File: src/shared/spims_map.svh
// Register map, field positions and reset values of the SPI port.
// Assumes byte-wide registers at the printed addresses on a plain port.
`ifndef SPIMS_MAP_SVH
`define SPIMS_MAP_SVH
`define SPIMS_ADDR_CTRL  8'hec
`define SPIMS_ADDR_FLAGS 8'hed
`define SPIMS_ADDR_DATA  8'hee
`define SPIMS_ADDR_MASK  8'hef
`define SPIMS_B_IRQEN    7
`define SPIMS_B_CORE_EN  6
`define SPIMS_B_RATE2    5
`define SPIMS_B_MASTER   4
`define SPIMS_B_CLOCK_POLARITY_BIT     3
`define SPIMS_B_CLOCK_PHASE_BIT     2
`define SPIMS_B_DONE     7
`define SPIMS_B_WRITE_COLLISION_FLAG     6
`define SPIMS_B_MODE_FAULT_FLAG     4
`define SPIMS_B_AUTOSEL  0
`define SPIMS_CTRL_RST   8'h04
`define SPIMS_MASK_RST   8'hff
`define SPIMS_FLAGS_RST  8'h00
`define SPIMS_AUTOSEL_RST 1'b0
`define SPIMS_HALF_BITS  4'hf
`define SPIMS_CHAR_BITS  4'h8
`endif

File: src/shared/spims_pkg.sv
// Types shared by the SPI port modules.
// Assumes nothing beyond a SystemVerilog compiler.
package spims_pkg;
  typedef enum logic [2:0] {
    st_idle  = 3'b001,
    st_wait  = 3'b010,
    st_shift = 3'b100
  } spims_state_t;
  typedef logic [2:0] spims_rate_t;
endpackage

File: src/shared/spims_baud_if.sv
// Link between the SPI core and its bit-rate timer.
// Assumes both ends run on the same system clock.
interface spims_baud_if;
  logic                 run;
  spims_pkg::spims_rate_t rate;
  logic                 tick;
  modport timer (input run, input rate, output tick);
  modport core  (output run, output rate, input tick);
endinterface

File: src/design/spims_baud.sv
// Free-running bit-rate timer: one tick per serial half period.
// Assumes the core holds run high while it is an enabled master.
module spims_baud #(
  parameter int CW = 8
) (
  input  wire logic      sys_clk_i,
  input  wire logic      rst_n_i,
  spims_baud_if.timer    bif
);
  logic [CW-1:0] cnt_q;
  logic [CW-1:0] cnt_d;
  logic [CW-1:0] reload;
  logic          tick_q;
  logic          tick_d;

  always_comb begin
    // Half period is divider/2, so 4..512 maps to 2..256 cycles
    reload = CW'((32'd2 << bif.rate) - 32'd1);
    tick_d = 1'b0;
    cnt_d  = cnt_q - CW'(1);
    if (!bif.run) begin
      cnt_d = reload;
    end else if (cnt_q == '0) begin
      cnt_d  = reload;
      tick_d = 1'b1;
    end
  end

  always_ff @(posedge sys_clk_i) begin
    if (!rst_n_i) begin
      cnt_q  <= '0;
      tick_q <= 1'b0;
    end else begin
      cnt_q  <= cnt_d;
      tick_q <= tick_d;
    end
  end

  assign bif.tick = tick_q;
endmodule // spims_baud

File: src/design/spims_core.sv
// SPI master/slave port with byte registers on a plain register port.
// Assumes pin inputs are asynchronous; pads resolve the enables outside.
// Functional notes
// - Eight shifts exchange one character full duplex
// - Single transmit buffer, separate receive buffer
// - Master sees low select input as fault
// - Mode fault turns off output drivers
// - Slave shifts only while select input low
// - Master makes eight clocks, drives clock enable
// - Slave uses slave lines, master uses master lines
// - Data write during transfer flags collision
// - Control bit seven enables interrupt request
// - Control bit six switches port on
// - Control bit four selects master mode
// - Control bit three sets clock idle level
// - Phase bit resets one, others zero
// - Rate field divides clock by 4..512
// - Mask bits drive select outputs, reset ones
// - Mask applied when master transfer starts
// - Data write starts, shifting on timer overflow
// - Most significant bit goes first
// - Fault clears mode and enable, sets flag
// - Flags clear by status read then access
`include "spims_map.svh"
module spims_core (
  input  wire logic       sys_clk_i,
  input  wire logic       rst_n_i,
  input  wire logic [7:0] addr_i,
  input  wire logic [7:0] wdata_i,
  input  wire logic       wr_i,
  input  wire logic       rd_i,
  output logic      [7:0] rdata_o,
  input  wire logic       ss_n_i,
  input  wire logic       sck_i,
  output logic            sck_o,
  output logic            clock_driver_enable_o,
  input  wire logic       slave_in_i,
  output logic            slave_out_o,
  output logic            slave_out_driver_enable_o,
  input  wire logic       master_serial_in_i,
  output logic            master_serial_out_o,
  output logic            master_out_en_o,
  output logic      [7:0] select_out_pins_n_o,
  output logic            irq_o
);
  spims_pkg::spims_state_t st_q;
  spims_pkg::spims_state_t st_d;
  logic [7:0] ctrl_q, ctrl_d, mask_q, mask_d, shreg_q, shreg_d;
  logic [7:0] rx_q, rx_d, ssel_q, ssel_d, rdata_d, sh_n;
  logic [3:0] half_q, half_d, cnt_q, cnt_d;
  logic       autosel_q, autosel_d, done_q, done_d, write_collision_flag_q, write_collision_flag_d, mode_fault_flag_q, mode_fault_flag_d;
  logic       arm_f_q, arm_f_d, arm_m_q, arm_m_d, sck_q, sck_d, out_q, out_d, sck_p_q;
  logic       irq_q, irq_d, cken_q, cken_d, moen_q, moen_d, slave_out_driver_enable_q, slave_out_driver_enable_d;
  logic       pend_q, pend_d, fin_q, fin_d;
  logic       wr_ctrl, wr_flags, wr_data, wr_mask, rd_flags, rd_data;
  logic       master, core_en, clock_phase_bit, clock_polarity_bit, busy, fault, start;
  logic       edge_v, lead, sample, din, done_m, done_s;
  logic [3:0] syn;
  logic       ss_s, sck_s, si_s, mi_s;

  spims_baud_if bif ();

  // Select idles high so reset never looks like a foreign master
  spims_sync #(
    .W    (4),
    .INIT (4'h8)
  ) u_sync (
    .sys_clk_i (sys_clk_i),
    .rst_n_i   (rst_n_i),
    .d_i       ({ss_n_i, sck_i, slave_in_i, master_serial_in_i}),
    .q_o       (syn)
  );

  spims_baud #(
    .CW (8)
  ) u_baud (
    .sys_clk_i (sys_clk_i),
    .rst_n_i   (rst_n_i),
    .bif       (bif.timer)
  );

  assign ss_s     = syn[3];
  assign sck_s    = syn[2];
  assign si_s     = syn[1];
  assign mi_s     = syn[0];
  assign master   = ctrl_q[`SPIMS_B_MASTER];
  assign core_en  = ctrl_q[`SPIMS_B_CORE_EN];
  assign clock_phase_bit     = ctrl_q[`SPIMS_B_CLOCK_PHASE_BIT];
  assign clock_polarity_bit     = ctrl_q[`SPIMS_B_CLOCK_POLARITY_BIT];
  assign bif.run  = core_en && master;
  assign bif.rate = {ctrl_q[`SPIMS_B_RATE2], ctrl_q[1:0]};
  assign wr_ctrl  = wr_i && addr_i == `SPIMS_ADDR_CTRL;
  assign wr_flags = wr_i && addr_i == `SPIMS_ADDR_FLAGS;
  assign wr_data  = wr_i && addr_i == `SPIMS_ADDR_DATA;
  assign wr_mask  = wr_i && addr_i == `SPIMS_ADDR_MASK;
  assign rd_flags = rd_i && addr_i == `SPIMS_ADDR_FLAGS;
  assign rd_data  = rd_i && addr_i == `SPIMS_ADDR_DATA;
  // With phase 0 a slave cannot tell where a byte begins, so a low select counts as busy
  assign busy     = master ? (st_q != spims_pkg::st_idle) : (!ss_s && (!clock_phase_bit || cnt_q != 4'h0));
  assign fault    = core_en && master && !ss_s;
  assign start    = core_en && master && ss_s && st_q == spims_pkg::st_idle && wr_data;

  always_comb begin
    st_d      = st_q;
    ctrl_d    = ctrl_q;
    mask_d    = mask_q;
    shreg_d   = shreg_q;
    rx_d      = rx_q;
    ssel_d    = ssel_q;
    half_d    = half_q;
    cnt_d     = cnt_q;
    autosel_d = autosel_q;
    done_d    = done_q;
    write_collision_flag_d    = write_collision_flag_q;
    mode_fault_flag_d    = mode_fault_flag_q;
    arm_f_d   = arm_f_q;
    arm_m_d   = arm_m_q;
    sck_d     = sck_q;
    out_d     = out_q;
    pend_d    = 1'b0;
    fin_d     = 1'b0;
    sh_n      = shreg_q;
    edge_v    = 1'b0;
    lead      = 1'b0;
    din       = 1'b0;
    done_m    = 1'b0;
    done_s    = 1'b0;
    if (wr_ctrl) begin
      ctrl_d = wdata_i;
    end
    if (wr_mask) begin
      mask_d = wdata_i;
    end
    if (wr_flags) begin
      autosel_d = wdata_i[`SPIMS_B_AUTOSEL];
    end
    // Clear sequences: arm on status read, fire on the following access
    if (rd_flags && (done_q || write_collision_flag_q)) begin
      arm_f_d = 1'b1;
    end
    if (rd_flags && mode_fault_flag_q) begin
      arm_m_d = 1'b1;
    end
    if ((wr_data || rd_data) && arm_f_q) begin
      done_d  = 1'b0;
      write_collision_flag_d  = 1'b0;
      arm_f_d = 1'b0;
    end
    if (wr_ctrl && arm_m_q) begin
      mode_fault_flag_d  = 1'b0;
      arm_m_d = 1'b0;
    end
    // A colliding write is dropped; the running byte continues untouched
    if (wr_data && busy && core_en) begin
      write_collision_flag_d = 1'b1;
    end else if (wr_data) begin
      shreg_d = wdata_i;
    end
    if (core_en && master) begin
      if (fault) begin
        ctrl_d[`SPIMS_B_MASTER]  = 1'b0;
        ctrl_d[`SPIMS_B_CORE_EN] = 1'b0;
        mode_fault_flag_d = 1'b1;
        st_d   = spims_pkg::st_idle;
        sck_d  = clock_polarity_bit;
        ssel_d = `SPIMS_MASK_RST;
      end else begin
        case (st_q)
          spims_pkg::st_idle: begin
            sck_d = clock_polarity_bit;
            if (start) begin
              st_d   = spims_pkg::st_wait;
              half_d = 4'h0;
              if (!clock_phase_bit) begin
                out_d = wdata_i[7];
              end
              if (autosel_q) begin
                ssel_d = mask_q;
              end
            end
          end
          spims_pkg::st_wait: begin
            if (bif.tick) begin
              st_d = spims_pkg::st_shift;
            end
          end
          spims_pkg::st_shift: begin
            if (pend_q && fin_q) begin
              st_d   = spims_pkg::st_idle;
              done_m = 1'b1;
            end else if (bif.tick) begin
              sck_d  = ~sck_q;
              edge_v = 1'b1;
              lead   = !half_q[0];
              half_d = half_q + 4'h1;
              // Input crosses two sync flops, so its sample trails the clock edge by a cycle
              pend_d = lead ^ clock_phase_bit;
              fin_d  = half_q == `SPIMS_HALF_BITS;
              if (half_q == `SPIMS_HALF_BITS && !pend_d) begin
                st_d   = spims_pkg::st_idle;
                done_m = 1'b1;
              end
            end
          end
          default: begin
            st_d = spims_pkg::st_idle;
          end
        endcase
      end
    end else begin
      st_d   = spims_pkg::st_idle;
      half_d = 4'h0;
      sck_d  = clock_polarity_bit;
      if (core_en) begin
        if (ss_s) begin
          cnt_d = 4'h0;
          out_d = shreg_d[7];
        end else if (sck_s != sck_p_q) begin
          edge_v = 1'b1;
          lead   = sck_s != clock_polarity_bit;
          din    = si_s;
        end
      end
    end
    if (pend_q && master) begin
      din = mi_s;
    end
    sample = (edge_v && !master && (lead ^ clock_phase_bit)) || (pend_q && master);
    if (sample) begin
      sh_n    = {shreg_q[6:0], din};
      shreg_d = sh_n;
      if (!master) begin
        cnt_d  = cnt_q + 4'h1;
        done_s = cnt_q == (`SPIMS_CHAR_BITS - 4'h1);
      end
    end
    if (edge_v && !(lead ^ clock_phase_bit)) begin
      out_d = shreg_q[7];
    end
    if (done_m || done_s) begin
      done_d = 1'b1;
      rx_d   = sh_n;
      cnt_d  = 4'h0;
      if (done_m && autosel_q) begin
        ssel_d = `SPIMS_MASK_RST;
      end
    end
    if (!autosel_d) begin
      ssel_d = mask_d;
    end else if (!autosel_q) begin
      ssel_d = `SPIMS_MASK_RST;
    end
    rdata_d = 8'h00;
    if (rd_i) begin
      case (addr_i)
        `SPIMS_ADDR_CTRL:  rdata_d = ctrl_q;
        `SPIMS_ADDR_FLAGS: rdata_d = {done_q, write_collision_flag_q, 1'b0, mode_fault_flag_q, 3'h0, autosel_q};
        `SPIMS_ADDR_DATA:  rdata_d = rx_q;
        `SPIMS_ADDR_MASK:  rdata_d = mask_q;
        default:           rdata_d = 8'h00;
      endcase
    end
    irq_d  = ctrl_d[`SPIMS_B_IRQEN] && (done_d || write_collision_flag_d || mode_fault_flag_d);
    cken_d = ctrl_d[`SPIMS_B_CORE_EN] && ctrl_d[`SPIMS_B_MASTER];
    moen_d = cken_d;
    slave_out_driver_enable_d = ctrl_d[`SPIMS_B_CORE_EN] && !ctrl_d[`SPIMS_B_MASTER] && !ss_s;
  end

  always_ff @(posedge sys_clk_i) begin
    if (!rst_n_i) begin
      st_q      <= spims_pkg::st_idle;
      ctrl_q    <= `SPIMS_CTRL_RST;
      mask_q    <= `SPIMS_MASK_RST;
      ssel_q    <= `SPIMS_MASK_RST;
      shreg_q   <= 8'h00;
      rx_q      <= 8'h00;
      rdata_o   <= 8'h00;
      half_q    <= 4'h0;
      cnt_q     <= 4'h0;
      autosel_q <= `SPIMS_AUTOSEL_RST;
      done_q    <= 1'b0;
      write_collision_flag_q    <= 1'b0;
      mode_fault_flag_q    <= 1'b0;
      arm_f_q   <= 1'b0;
      arm_m_q   <= 1'b0;
      sck_q     <= 1'b0;
      sck_p_q   <= 1'b0;
      out_q     <= 1'b0;
      irq_q     <= 1'b0;
      cken_q    <= 1'b0;
      moen_q    <= 1'b0;
      slave_out_driver_enable_q    <= 1'b0;
      pend_q    <= 1'b0;
      fin_q     <= 1'b0;
    end else begin
      st_q      <= st_d;
      ctrl_q    <= ctrl_d;
      mask_q    <= mask_d;
      ssel_q    <= ssel_d;
      shreg_q   <= shreg_d;
      rx_q      <= rx_d;
      rdata_o   <= rdata_d;
      half_q    <= half_d;
      cnt_q     <= cnt_d;
      autosel_q <= autosel_d;
      done_q    <= done_d;
      write_collision_flag_q    <= write_collision_flag_d;
      mode_fault_flag_q    <= mode_fault_flag_d;
      arm_f_q   <= arm_f_d;
      arm_m_q   <= arm_m_d;
      sck_q     <= sck_d;
      sck_p_q   <= sck_s;
      out_q     <= out_d;
      irq_q     <= irq_d;
      cken_q    <= cken_d;
      moen_q    <= moen_d;
      slave_out_driver_enable_q    <= slave_out_driver_enable_d;
      pend_q    <= pend_d;
      fin_q     <= fin_d;
    end
  end

  assign sck_o                     = sck_q;
  assign clock_driver_enable_o     = cken_q;
  assign master_out_en_o           = moen_q;
  assign slave_out_driver_enable_o = slave_out_driver_enable_q;
  assign master_serial_out_o       = out_q;
  assign slave_out_o               = out_q;
  assign select_out_pins_n_o       = ssel_q;
  assign irq_o                     = irq_q;
endmodule // spims_core

File: src/design/spims_sync.sv
// Two-flop synchroniser for a group of pin inputs.
// Assumes the inputs are asynchronous single-bit levels.
module spims_sync #(
  parameter int           W    = 4,
  parameter logic [W-1:0] INIT = '0
) (
  input  wire logic         sys_clk_i,
  input  wire logic         rst_n_i,
  input  wire logic [W-1:0] d_i,
  output logic      [W-1:0] q_o
);
  logic [W-1:0] meta_q;
  logic [W-1:0] meta_d;
  logic [W-1:0] sync_q;
  logic [W-1:0] sync_d;

  always_comb begin
    meta_d = d_i;
    sync_d = meta_q;
  end

  always_ff @(posedge sys_clk_i) begin
    if (!rst_n_i) begin
      meta_q <= INIT;
      sync_q <= INIT;
    end else begin
      meta_q <= meta_d;
      sync_q <= sync_d;
    end
  end

  assign q_o = sync_q;
endmodule // spims_sync

File: config.mk
export PLATFORM = sky130hd
export DESIGN_NAME = spims_core
export DESIGN_NICKNAME = d
export VERILOG_FILES = /design/src/shared/spims_pkg.sv /design/src/shared/spims_baud_if.sv /design/src/design/spims_baud.sv /design/src/design/spims_core.sv /design/src/design/spims_sync.sv
export VERILOG_INCLUDE_DIRS = /design/src /design/src/shared
export SDC_FILE = /design/constraint.sdc
export NUM_CORES = 1
export LEC_CHECK = 0
export ABC_AREA = 1
export BUFFER_PORTS_ARGS = -buffer_cell sky130_fd_sc_hd__buf_2
export CORE_MARGIN = 4
export CORE_UTILIZATION = 45
export CTS_CLUSTER_SIZE = 10
export DETAILED_ROUTE_END_ITERATION = 12
export PLACE_DENSITY = 0.68
export SYNTH_ARGS = -nofsm -noshare
export SYNTH_HDL_FRONTEND = slang
export SYNTH_HIERARCHICAL = 1
export SYNTH_SLANG_ARGS = --single-unit
File: constraint.sdc
create_clock -name sys_clk_i -period 3.3 [get_ports sys_clk_i]
set_input_delay 0.165 -clock sys_clk_i [delete_from_list [all_inputs] [get_ports sys_clk_i]]
set_output_delay 0.165 -clock sys_clk_i [all_outputs]
set_load 0.01 [all_outputs]
==> results.md <==
- Status: completed
- Total CTS buffers: 9
- Reg-to-reg startpoint: ctrl_q[4]
- Final setup vio count: 0
- Sw Pwr: 0.000461 W
- DP Wirelength: 8.81 mm
- Hold crit path type: primary input to flop
- Chip height: 110 um
- Max-Cap Viols: 0
- Antenna cells: 0
- Clk pin slew, worst setup/hold paths: 0.08 ns
- Post-synth EDFFs: 0
- CP required: 3.60 ns
- Port bufs: 46
- Pin count of the biggest net entering global routing: 41
- Worst path arrival time: 2.62 ns
- Die width: 110 um
- Post-CTS setup buffers: 0
- Die area: 12100 um^2
- Clock Power Share: 40.2%
- Post-route ant nets: 0
- FF-to-FF setup slack: 0.98 ns
- Synth Flop Type: dfxtp_1
- CTS tree: done
- R2R depth: 10
- Peak Freq: 0.431 GHz
- Power share of the sequential group: 55.5%
- Setup_tns: 0 ns
- Area growth syn-to-layout: 11.8%
- Seq/Total Area, Yosys: 38.4%
- Via count: 4508
- Clock sink total: 90
- Routed WL: 11.7 mm
- Final period utilization: 70.4%
- Worst Hold Depth: 3
- Vias in the first global route: 4215
- H-tree lvl count: 3
- Yosys warning count: 6
- Pwr/cell area: 376 nW/um^2
- R2R Path End: rx_q[4]
- Layout cells sized above 1: 15.2%
- Clk Latency, worst-skew pair: 0.36 ns
- Net Sw Frac: 23.3%
- Syn Nets: 723
- Worst IR Drop VDD: 0.195 mV
- Number of library cell types mapped by synthesis: 41
- Total Nets Final: 767
- Routability cong.: 0.955
- Fin worst setup slack: 0.978 ns
- Detailed router's first-iteration violation count: 319
- Resized Gates After CTS: 0
- Initial core utilization: 45.9%
- Post-synthesis register bit count: 90
- Post-Synthesis Cells: 693
- Slew HR: 32.0%
- First-pass GRT wire length: 19.9 mm
- Hold endpoint: ctrl_q[1]
- Combinational Power Share: 4.4%
- Met1 GRT Util: 27.6%
- Fill cells: 1039
- Startpoint Class: flop
- Wire per inst: 13.4 um
- Critical path fanouts, max: 21
- Leakage Power: 2.54 nW
- Hold Fails Final Rpt: 0
- CTS root buf: clkbuf_8
- Pre-CTS WS: 1.03 ns
- Slew at the pin closest to its max-slew limit: 1.02 ns
- Core area: 10200 um^2
- DRC: 0
- Synthesized cell area: 4690 um^2
- Met3 usage: 4.83%
- Overall global routing resource usage: 20.6%
- Worst setup EP type: flop
- Internal power: 0.00151 W
- Final Skew: 0.0117 ns
- Async SR Flop Fraction: 0%
- CTS Buffer Depth: 2
- Hold wc startpoint: wdata_i[1]
- Ports: 47
- Syn avg cell area: 6.77 um^2
- First-pass DRT Iterations: 5
- RSZ-0062 raised after global routing: no
- Grt met2 use: 32.8%
- Num rows: 37
- Vias/cell: 5.13
- Critical path type: flop to flop
- Tmin final: 2.32 ns
- Gr busiest metal: met2
- Initial antenna violation count: 0
- Pins Over Slew Limit: 0
- Congestion Overflow GR: 0
-- routing by layer --
| metal | vias to the layer above | part of all wire [%] |
|---|---|---|
| li1 | 2291 | - |
| met3 | 26 | 8.8 |
| met1 | 2008 | 43 |
| met5 | - | 0 |
| met2 | 183 | 46 |
| met4 | 0 | 2.4 |
-- worst max-delay path, stage by stage (launching register included) --
cell and delay (ns):
dfxtp_1 0.49, nand2_2 0.15, nor2_4 0.15, nand3_2 0.10, nand3_1 0.15, nand3_2 0.37, nand2_2 0.38, nand2_2 0.18
nand3_1 0.13, nand2_1 0.05, nor2_1 0.11
-- metrics by stage --
step / area, um^2 / total power (W) / hold slack [ns] / utilization, % / instances
floorplan: 4690 / 0.00117 / 0.250 / - / 693
global placement: 4990 / 0.00120 / 0.346 / 48.8 / 858
detailed placement: 4990 / 0.00120 / 0.348 / 48.8 / 858
CTS: 5250 / 0.00200 / 0.0714 / 51.3 / 878
global route: 5250 / 0.00205 / 0.0807 / 51.3 / 878
finish: 5250 / 0.00197 / 0.0903 / 51.3 / 878
-- synthesized netlist by cell type (2+ instances only) --
| master | count | area [um^2] |
|---|---|---|
| nand2_1 | 168 | 631 |
| nor2_1 | 109 | 409 |
| inv_1 | 92 | 345 |
| dfxtp_1 | 90 | 1800 |
| nand3_1 | 42 | 210 |
| o21ai_0 | 32 | 160 |
| a21oi_1 | 26 | 130 |
| nand4_1 | 17 | 106 |
| nand2_2 | 12 | 75.1 |
| buf_2 | 9 | 45.0 |
| o211ai_1 | 9 | 67.6 |
| or2_2 | 9 | 56.3 |
| nor2_2 | 7 | 43.8 |
| o22ai_1 | 7 | 43.8 |
| ha_1 | 6 | 75.1 |
| nor3_1 | 6 | 30.0 |
| inv_2 | 5 | 18.8 |
| nor2_4 | 5 | 56.3 |
| o21ai_1 | 5 | 25.0 |
| a221oi_1 | 4 | 35.0 |
| clkbuf_1 | 4 | 15.0 |
| buf_4 | 3 | 22.5 |
| buf_6 | 3 | 33.8 |
| a21oi_4 | 2 | 32.5 |
| nand2_4 | 2 | 22.5 |
| nand3_2 | 2 | 20.0 |
| nand3b_1 | 2 | 15.0 |
| xnor2_1 | 2 | 17.5 |
-- sequential cells by signal, summed over array words and instances, names as in the netlist, 8 cells and up --
register / cells
rdata_o: 8
rx_q: 8
ctrl_q: 8
select_out_pins_n_o: 8
shreg_q: 8
u_baud/cnt_q: 8
mask_q: 8
-- cells in the final DEF, fill, tap and decap left out, drive strengths merged --
cell type	instances
a21boi	1
a21oi	28
a221oi	4
a31oi	1
buf	48
bufinv	1
clkbuf	11
clkinv	2
clkinvlp	2
dfxtp	90
dlygate4sd3	4
ha	6
inv	97
mux2i	1
nand2	182
nand3	45
nand3b	3
nand4	18
nor2	121
nor3	6
nor3b	1
nor4	2
o211ai	9
o21ai	38
o221ai	1
o22ai	7
o31ai	1
or2	9
xnor2	2
xor2	1
-- repair_timing --
action,4_1_cts,5_1_grt
hold buffers,4,0
hold endpoints to repair,4,0
setup endpoints to repair,0,0
-- power groups by stage --
stage,registers (W),logic [W],clock network [W]
CTS,0.00110,0.0000855,0.000814
floorplan,0.00112,0.0000470,0
global route,0.00110,0.0000960,0.000859
global placement,0.00112,0.0000804,0
finish,0.00110,0.0000864,0.000793
detailed placement,0.00112,0.0000816,0
-- cell families (layout without fill, tap and decap cells) --
logic type	count (synthesis)	count (layout)	synth area share, %
flops	90	90	38.4
mux	1	1	0.213
compound gates	90	90	11.5
buf+inv	116	165	10.2
xor+xnor	3	3	0.560
fa+ha+maj	6	6	1.60
simple gates	387	387	37.5
-- worst max-delay path by stage --
stage,start,endpoint,slack [ns]
floorplan,ctrl_q[4],select_out_pins_n_o[4],1.71
global placement,ctrl_q[4],rx_q[4],1.16
detailed placement,ctrl_q[4],rx_q[4],1.03
CTS,ctrl_q[4],rx_q[4],1.01
global route,ctrl_q[4],rx_q[6],0.69
finish,ctrl_q[4],rx_q[4],0.98
-- area by class of cell --
| class | count | area [um^2] | share of cell area [%] |
|---|---|---|---|
| multi-input cells | 487 | 2410 | 46.0 |
| well taps | 136 | 170 | 3.24 |
| clock inverters | 5 | 62.6 | 1.19 |
| inverters | 97 | 364 | 6.94 |
| repair buffers | 52 | 285 | 5.44 |
| flip-flops and latches | 90 | 1800 | 34.3 |
| clock buffers | 11 | 151 | 2.89 |
No activity file was read; power rests on OpenSTA's default activity.
